===== config.mk =====
export PLATFORM = sky130hd
export DESIGN_NAME = eprom_host_ctrl
export DESIGN_NICKNAME = d
export VERILOG_FILES = /design/src/eprom_host_ctrl.v
export VERILOG_INCLUDE_DIRS = /design/src
export SDC_FILE = /design/constraint.sdc
export NUM_CORES = 1
export LEC_CHECK = 0
export BUFFER_PORTS_ARGS = -buffer_cell sky130_fd_sc_hd__buf_2
export CAP_MARGIN = 10
export CORE_MARGIN = 2
export CORE_UTILIZATION = 55
export DETAILED_ROUTE_END_ITERATION = 8
export PLACE_DENSITY_LB_ADDON = 0.12
export SYNTH_ARGS = -nofsm -noshare
export SYNTH_HDL_FRONTEND = slang
export SYNTH_SLANG_ARGS = --single-unit

===== constraint.sdc =====
create_clock -name clk -period 5.49 [get_ports clk]
set_clock_uncertainty 0.15 [all_clocks]
set_input_delay 1.098 -clock clk [delete_from_list [all_inputs] [get_ports clk]]
set_output_delay 1.098 -clock clk [all_outputs]
set_load 0.03 [all_outputs]

===== src/eprom_ctrl_consts.vh =====
// Purpose: constants for the byte-wide EPROM read/program controller
// Assumes: 10 MHz clock, 100 ns period
// Notes: times are kept in their printed units; counts derive from them
`ifndef EPROM_CTRL_CONSTS_VH
`define EPROM_CTRL_CONSTS_VH
`define CLK_NS 100
`define ADDR_W 15
`define DATA_W 8
`define ID_PIN_BIT 9
`define ID_SEL_BIT 0
// fast pulse width 100 us nominal, window 95.0..105.0 us
`define FAST_PULSE_US 100
`define FAST_PULSE_CYC ((`FAST_PULSE_US * 1000) / `CLK_NS)
// adaptive initial pulse 1.0 ms nominal, window 0.95..1.05 ms
`define ADAPT_PULSE_US 1000
`define ADAPT_PULSE_CYC ((`ADAPT_PULSE_US * 1000) / `CLK_NS)
// overprogram pulse per retry step: 3 ms (window 2.85..78.5 ms)
`define OVER_STEP_US 3000
`define OVER_STEP_CYC ((`OVER_STEP_US * 1000) / `CLK_NS)
// setup/hold around strobes: 2.0 us least, rounded up
`define SETUP_NS 2000
`define SETUP_CYC ((`SETUP_NS + `CLK_NS - 1) / `CLK_NS)
// read access wait: 150 ns data valid, rounded up
`define ACCESS_NS 150
`define ACCESS_CYC ((`ACCESS_NS + `CLK_NS - 1) / `CLK_NS)
`define RETRY_MAX 25
`define ALGO_FAST 1'b0
`define ALGO_ADAPT 1'b1
`endif


===== src/eprom_host_ctrl.v =====
// Purpose: host/programmer that reads, identifies and programs a 32K x 8 EPROM
// Assumes: device pins driven directly; program_supply_hi switches the external supply
// Notes: one command at a time; a command may be taken while cmd_ready is high, busy falls one cycle after cmd_ready rises
// Summary of operation
// - raised supply, select low, drive high: host drives data, zeros get written.
// - raised supply, select high, drive low: device shows the byte for verify.
// - both low, id voltage on pin 9, other addresses low: maker code out.
// - same with id_code_select high: part-type code out.
// - fast algorithm program pulse lasts 95.0 to 105.0 us.
// - adaptive algorithm initial pulse lasts 0.95 to 1.05 ms.
// - adaptive algorithm overprogram pulse lasts 2.85 to 78.5 ms.
// - verify every programmed byte after its pulse.
`timescale 1ns/1ps
`include "eprom_ctrl_consts.vh"
module eprom_host_ctrl #(
    parameter FAST_CYC = `FAST_PULSE_CYC,
    parameter ADAPT_CYC = `ADAPT_PULSE_CYC,
    parameter OVER_CYC = `OVER_STEP_CYC,
    parameter RETRIES = `RETRY_MAX
)(
    input wire clk,
    input wire rst_n,
    input wire cmd_valid,
    output wire cmd_ready,
    input wire [1:0] cmd_op,
    input wire algo_sel,
    input wire [`ADDR_W-1:0] cmd_addr,
    input wire [`DATA_W-1:0] cmd_wdata,
    output reg [`DATA_W-1:0] rsp_data_reg,
    output reg rsp_valid_reg,
    output reg rsp_fail_reg,
    output reg busy_reg,
    output reg [`ADDR_W-1:0] mem_addr_reg,
    output reg id_voltage_en_reg,
    output reg device_select_n_reg,
    output reg output_drive_n_reg,
    output reg program_supply_hi_reg,
    input wire [`DATA_W-1:0] data_in,
    output reg [`DATA_W-1:0] data_out_reg,
    output reg data_oe_n_reg
);
// ==================================================
// commands and states
localparam OP_READ = 2'h0;
localparam OP_ID_PART = 2'h2; // 2'h1 asks for the maker code
localparam OP_PROG = 2'h3;
localparam S_IDLE = 4'h0;
localparam S_RD_SET = 4'h1;
localparam S_RD_WAIT = 4'h2;
localparam S_PG_SET = 4'h3;
localparam S_PG_PULSE = 4'h4;
localparam S_PG_HOLD = 4'h5;
localparam S_VF_WAIT = 4'h6;
localparam S_VF_CHECK = 4'h7;
localparam S_OV_PULSE = 4'h8;
localparam S_DONE = 4'h9;
localparam S_PG_EXIT = 4'hA;
// ==================================================
// reset synchroniser
reg rst_s1_reg;
reg rst_s2_reg;
wire srst_n = rst_s2_reg;
always @(posedge clk or negedge rst_n)
begin
    if (!rst_n)
    begin
        rst_s1_reg <= 1'b0;
        rst_s2_reg <= 1'b0;
    end
    else
    begin
        rst_s1_reg <= 1'b1;
        rst_s2_reg <= rst_s1_reg;
    end
end
// ==================================================
// data pin input: three flops, accept when the last two agree
reg [`DATA_W-1:0] din_s1_reg;
reg [`DATA_W-1:0] din_s2_reg;
reg [`DATA_W-1:0] din_s3_reg;
reg [`DATA_W-1:0] din_ok_reg;
always @(posedge clk or negedge srst_n)
begin
    if (!srst_n)
    begin
        din_s1_reg <= 8'hFF;
        din_s2_reg <= 8'hFF;
        din_s3_reg <= 8'hFF;
        din_ok_reg <= 8'hFF;
    end
    else
    begin
        din_s1_reg <= data_in;
        din_s2_reg <= din_s1_reg;
        din_s3_reg <= din_s2_reg;
        if (din_s2_reg == din_s3_reg)
            din_ok_reg <= din_s3_reg;
    end
end
// ==================================================
// sequencer
reg [3:0] state_reg;
reg [19:0] cnt_reg;
reg [7:0] tries_reg;
reg algo_reg;
reg [`DATA_W-1:0] target_reg;
wire verify_ok;
// erased bits read one, so the byte verifies only when every intended zero reads zero and every intended one reads one
assign verify_ok = ((din_ok_reg & ~target_reg) == 8'h00) && ((din_ok_reg | ~target_reg) == 8'hFF);
assign cmd_ready = (state_reg == S_IDLE);
always @(posedge clk or negedge srst_n)
begin
    if (!srst_n)
    begin
        state_reg <= S_IDLE;
        cnt_reg <= 20'h00000;
        tries_reg <= 8'h00;
        algo_reg <= `ALGO_FAST;
        target_reg <= 8'hFF;
        rsp_data_reg <= 8'h00;
        rsp_valid_reg <= 1'b0;
        rsp_fail_reg <= 1'b0;
        busy_reg <= 1'b0;
        mem_addr_reg <= 15'h0000;
        id_voltage_en_reg <= 1'b0;
        device_select_n_reg <= 1'b1;
        output_drive_n_reg <= 1'b1;
        program_supply_hi_reg <= 1'b0;
        data_out_reg <= 8'hFF;
        data_oe_n_reg <= 1'b1;
    end
    else
    begin
        rsp_valid_reg <= 1'b0;
        case (state_reg)
        S_IDLE:
        begin
            busy_reg <= 1'b0; // pins already released by reset, the exit state or the done state
            if (cmd_valid)
            begin
                busy_reg <= 1'b1;
                algo_reg <= algo_sel;
                target_reg <= cmd_wdata;
                tries_reg <= 8'h00;
                cnt_reg <= 20'h00000;
                if (cmd_op == OP_PROG)
                begin
                    mem_addr_reg <= cmd_addr;
                    data_out_reg <= cmd_wdata;
                    program_supply_hi_reg <= 1'b1;
                    state_reg <= S_PG_SET;
                end
                else if (cmd_op == OP_READ)
                begin
                    mem_addr_reg <= cmd_addr;
                    state_reg <= S_RD_SET;
                end
                else
                begin
                    // identification: all addresses low except the code select
                    mem_addr_reg <= {14'h0000, (cmd_op == OP_ID_PART)};
                    id_voltage_en_reg <= 1'b1;
                    state_reg <= S_RD_SET;
                end
            end
        end
        S_RD_SET:
        begin
            // address and supply settle before selecting
            cnt_reg <= cnt_reg + 20'h00001;
            if (cnt_reg >= `SETUP_CYC - 1)
            begin
                device_select_n_reg <= 1'b0;
                output_drive_n_reg <= 1'b0;
                cnt_reg <= 20'h00000;
                state_reg <= S_RD_WAIT;
            end
        end
        S_RD_WAIT:
        begin
            // wait access time plus the input synchroniser
            cnt_reg <= cnt_reg + 20'h00001;
            if (cnt_reg >= `ACCESS_CYC + 4)
            begin
                rsp_data_reg <= din_ok_reg;
                state_reg <= S_DONE;
            end
        end
        S_PG_SET:
        begin
            // supply raised, both controls high: inhibit while data sets up
            data_oe_n_reg <= 1'b0;
            cnt_reg <= cnt_reg + 20'h00001;
            if (cnt_reg >= `SETUP_CYC - 1)
            begin
                cnt_reg <= 20'h00000;
                device_select_n_reg <= 1'b0;
                state_reg <= S_PG_PULSE;
            end
        end
        S_PG_PULSE:
        begin
            cnt_reg <= cnt_reg + 20'h00001;
            if ((algo_reg == `ALGO_FAST && cnt_reg >= FAST_CYC - 1) ||
                (algo_reg == `ALGO_ADAPT && cnt_reg >= ADAPT_CYC - 1))
            begin
                device_select_n_reg <= 1'b1;
                cnt_reg <= 20'h00000;
                tries_reg <= tries_reg + 8'h01;
                state_reg <= S_PG_HOLD;
            end
        end
        S_PG_HOLD:
        begin
            // data hold, then release pins and enter verify
            cnt_reg <= cnt_reg + 20'h00001;
            if (cnt_reg >= `SETUP_CYC - 1)
            begin
                data_oe_n_reg <= 1'b1;
                output_drive_n_reg <= 1'b0;
                cnt_reg <= 20'h00000;
                state_reg <= S_VF_WAIT;
            end
        end
        S_VF_WAIT:
        begin
            cnt_reg <= cnt_reg + 20'h00001;
            if (cnt_reg >= `ACCESS_CYC + 4)
                state_reg <= S_VF_CHECK;
        end
        S_VF_CHECK:
        begin
            output_drive_n_reg <= 1'b1;
            rsp_data_reg <= din_ok_reg;
            cnt_reg <= 20'h00000;
            if (verify_ok && algo_reg == `ALGO_ADAPT)
            begin
                // overprogram scaled by pulses used
                data_oe_n_reg <= 1'b0;
                device_select_n_reg <= 1'b0;
                state_reg <= S_OV_PULSE;
            end
            else if (verify_ok)
                state_reg <= S_PG_EXIT;
            else if (tries_reg >= RETRIES)
            begin
                rsp_fail_reg <= 1'b1;
                state_reg <= S_PG_EXIT;
            end
            else
            begin
                data_oe_n_reg <= 1'b0;
                state_reg <= S_PG_SET;
            end
        end
        S_OV_PULSE:
        begin
            cnt_reg <= cnt_reg + 20'h00001;
            if (cnt_reg >= OVER_CYC - 1)
            begin
                cnt_reg <= 20'h00000;
                if (tries_reg <= 8'h01)
                begin
                    device_select_n_reg <= 1'b1;
                    state_reg <= S_PG_EXIT;
                end
                else
                    tries_reg <= tries_reg - 8'h01;
            end
        end
        S_PG_EXIT:
        begin
            data_oe_n_reg <= 1'b1; // select is already high: inhibit before the supply drops
            program_supply_hi_reg <= 1'b0;
            state_reg <= S_DONE;
        end
        S_DONE:
        begin
            device_select_n_reg <= 1'b1;
            output_drive_n_reg <= 1'b1;
            id_voltage_en_reg <= 1'b0;
            rsp_valid_reg <= 1'b1;
            state_reg <= S_IDLE;
        end
        default:
            state_reg <= S_IDLE;
        endcase
        if (state_reg == S_IDLE && cmd_valid)
            rsp_fail_reg <= 1'b0;
    end
end
endmodule // eprom_host_ctrl


==> impl_results.md <==
* Layout cells sized above 1 at 0.315
* # DRC at 0
* Synth-to-layout area growth at 19.1%
* CP max-delay cell: nor4_1
* Pin count of the biggest net entering global routing at 61
* Yosys cell types at 57
* Netlist Area Pre-Place at 5400 sq um
* Diode count at 0
* Flop2flop setup slack at 2.29 ns
* Max Cap Violations at 0
* Core ar. at 9640 sq um
* Status: finished clean
* Relative slew slack at 0.163
* Crit-path cells: nor4_1, buf_2
* # rows at 36
* Final wirelength at 11600 microns
* Fin area at 6430 sq um
* Iteration-0 DRC Markers at 251
* Main synth FF type: dfrtp_1
* CTS buffer count at 17
* Leak Pwr at 0.00302 uW
* Max Slew Vio Count at 0
* Dpl cell area at 5830 sq um
* GRT overflow at 0
* Die width at 103 microns
* Worst Setup SP: state_reg[3]$_DFFE_PN0P_
* Vias at 4229
* CTS tree: built
* Finish-stage setup viols at 0
* Worst min-delay path category: primary input to async pin
* Sink Count at 114
* Min cycle time layout at 3.34 ns
* Setup ws final at 2.15 ns
* Max reg flops at 20
* Syn_nets at 581
* EDFF count, synth at 0
* Worst-path fanout max at 20
* Place WS at 2.29 ns
* WS Path Type: flip-flop to output port
* Sequential area share after synthesis at 0.540
* CP arrival at 2.10 ns
* Gate Count Post-Synth at 539
* First-pass GRT wire length at 19300 microns
* Vias in the first global route at 3859
* Critical path required time at 4.24 ns
* Top delay family on crit path: simple AND/OR/NAND/NOR gates
* Final hold violation count at 0
* Total GRT Usage at 0.237
* Resized cells post-CTS at 0
* Reg2Reg Capture Point: data_out_reg[2]$_DFFE_PN1P_
* Max IR drop VDD at 0.000294 V
* Chip Height at 103 microns
* Setup crit end: cmd_ready
* Gp weighted congestion at 0.927
* Die footprint at 10600 sq um
* Ports at 77
* Ys async rst share at 1.00
* Clock latency on the worst-skew pair at 0.52 ns
* Worst-case reg-to-reg path depth at 4
* Least-Margin Pin Slew at 1.26 ns
* FILL cells at 807
* Wire per inst at 15.4 microns
* Post-DP HPWL at 7810 microns
* Pwr Density at 320 nW/um^2
* Reg clk slew, reported paths at 0.06 ns
* Maximum clock insertion buffer count at 2
* #FFs+latches synth at 114
* Crit start category: flip-flop
* Final period util at 0.609
* Routed vias/inst at 5.62
* Setup bufs post-CTS at 0
* Initial antenna violation count at 0
* Final Net Count at 649
* Fmax at 0.299 GHz
* Root buffer cell: clkbuf_8
* RR Startpoint: state_reg[3]$_DFFE_PN0P_
* Setup_tns at 0 ns
* Buf+Inv Stages, Crit Path at 1
* Avg Inst Size Synth at 10.0 sq um
* DRT antenna net count at 0
* Crit path depth at 2
* H-tree levels at 4
* RSZ-0062 raised after global routing: false
* CP max stage delay at 0.64 ns
* First-pass detailed-route iteration total at 6
* Starting Density at 0.560
* Worst Setup End Kind: output port
* # port buffers at 76
* Yosys Warn Count at 0
* Hold buffers post-CTS at 0
## worst register-to-register path: stages (launching register included)
cell and delay, ns:
dfrtp_1 0.60, nor4_1 0.65, and2_1 0.81, nand3_1 0.51
mux2_2 0.41
## cell usage after synthesis (5+ instances only)
cell / n / share of area
a211oi_1: 7 / 0.0097
a21o_1: 6 / 0.0083
a21oi_1: 29 / 0.027
a31oi_1: 15 / 0.017
and3_1: 7 / 0.0081
buf_2: 5 / 0.0046
clkbuf_1: 22 / 0.015
dfrtp_1: 63 / 0.29
dfstp_2: 51 / 0.25
ha_1: 5 / 0.012
inv_1: 13 / 0.0090
mux2_2: 26 / 0.054
nand2_1: 92 / 0.064
nand2b_1: 6 / 0.0070
nand3_1: 33 / 0.031
nand4_1: 10 / 0.012
nor2_1: 38 / 0.026
nor3_1: 14 / 0.013
o21ai_0: 13 / 0.012
o22ai_1: 5 / 0.0058
xnor2_1: 19 / 0.031
## stage by stage
stage | utilization | total power [uW] | hold slack (ns) | cells
finish | 0.667 | 2050 | 0.200 | 753
floorplan | - | 945 | 0.181 | 539
detailed placement | 0.604 | 978 | 0.189 | 720
CTS | 0.666 | 2080 | 0.172 | 752
global route | 0.667 | 2120 | 0.183 | 753
global placement | 0.604 | 976 | 0.187 | 720
## layout by cell type, fill, tap and decap left out, drive strengths merged, types with 19 or more instances in the layout
| cell | instances |
|---|---|
| a21oi | 30 |
| nand2 | 93 |
| dfrtp | 63 |
| buf | 78 |
| mux2 | 26 |
| nand3 | 33 |
| clkbuf | 21 |
| dfstp | 51 |
| nor2 | 38 |
| xnor2 | 19 |
## kinds of logic after synthesis
kind of cell | count (synthesis) | share of synthesized area
compound gates | 106 | 0.129
fa+ha+maj | 6 | 0.0134
other cells | 1 | 0.000695
flops | 114 | 0.540
simple gates | 224 | 0.197
buf+inv | 42 | 0.0331
xor+xnor | 19 | 0.0308
mux | 27 | 0.0561
## how the worst min path moves through the flow
stage | cells past startpoint | slack (ns) | endpoint
6_report | 1 | 0.20 | rst_s2_reg$_DFF_PN0_
5_1_grt | 1 | 0.18 | rst_s1_reg$_DFF_PN0_
4_1_cts | 1 | 0.17 | rst_s1_reg$_DFF_PN0_
3_5_place_dp | 0 | 0.19 | rst_s2_reg$_DFF_PN0_
3_3_place_gp | 0 | 0.19 | rst_s2_reg$_DFF_PN0_
2_1_floorplan | 0 | 0.18 | rst_s2_reg$_DFF_PN0_
## power breakdown
group          leakage (uW)  internal, uW  switching (uW)
Combinational       0.00136          32.7            35.5
Sequential          0.00137           874            23.6
Clock              0.000286           697             391
## metal layers
| layer | part of all wire | vias to the layer above | wire (microns) | global-route usage |
|---|---|---|---|---|
| met3 | 0.064 | 20 | 743 | 0.0685 |
| li1 | - | 2060 | - | - |
| met2 | 0.43 | 143 | 5020 | 0.330 |
| met5 | 0 | - | 0 | 0 |
| met1 | 0.48 | 2006 | 5570 | 0.345 |
| met4 | 0.023 | 0 | 272 | 0.104 |
## layout make-up
cell class,count,area [sq um],area share
Inverter,13,48.8,0.00759
Tap cell,133,166,0.0259
Sequential cell,114,2920,0.454
Timing Repair Buffer,78,395,0.0615
Clock inverter,11,125,0.0195
Clock buffer,21,470,0.0732
Multi-Input combinational cell,383,2300,0.358
Power figures use the tool's default switching activity.
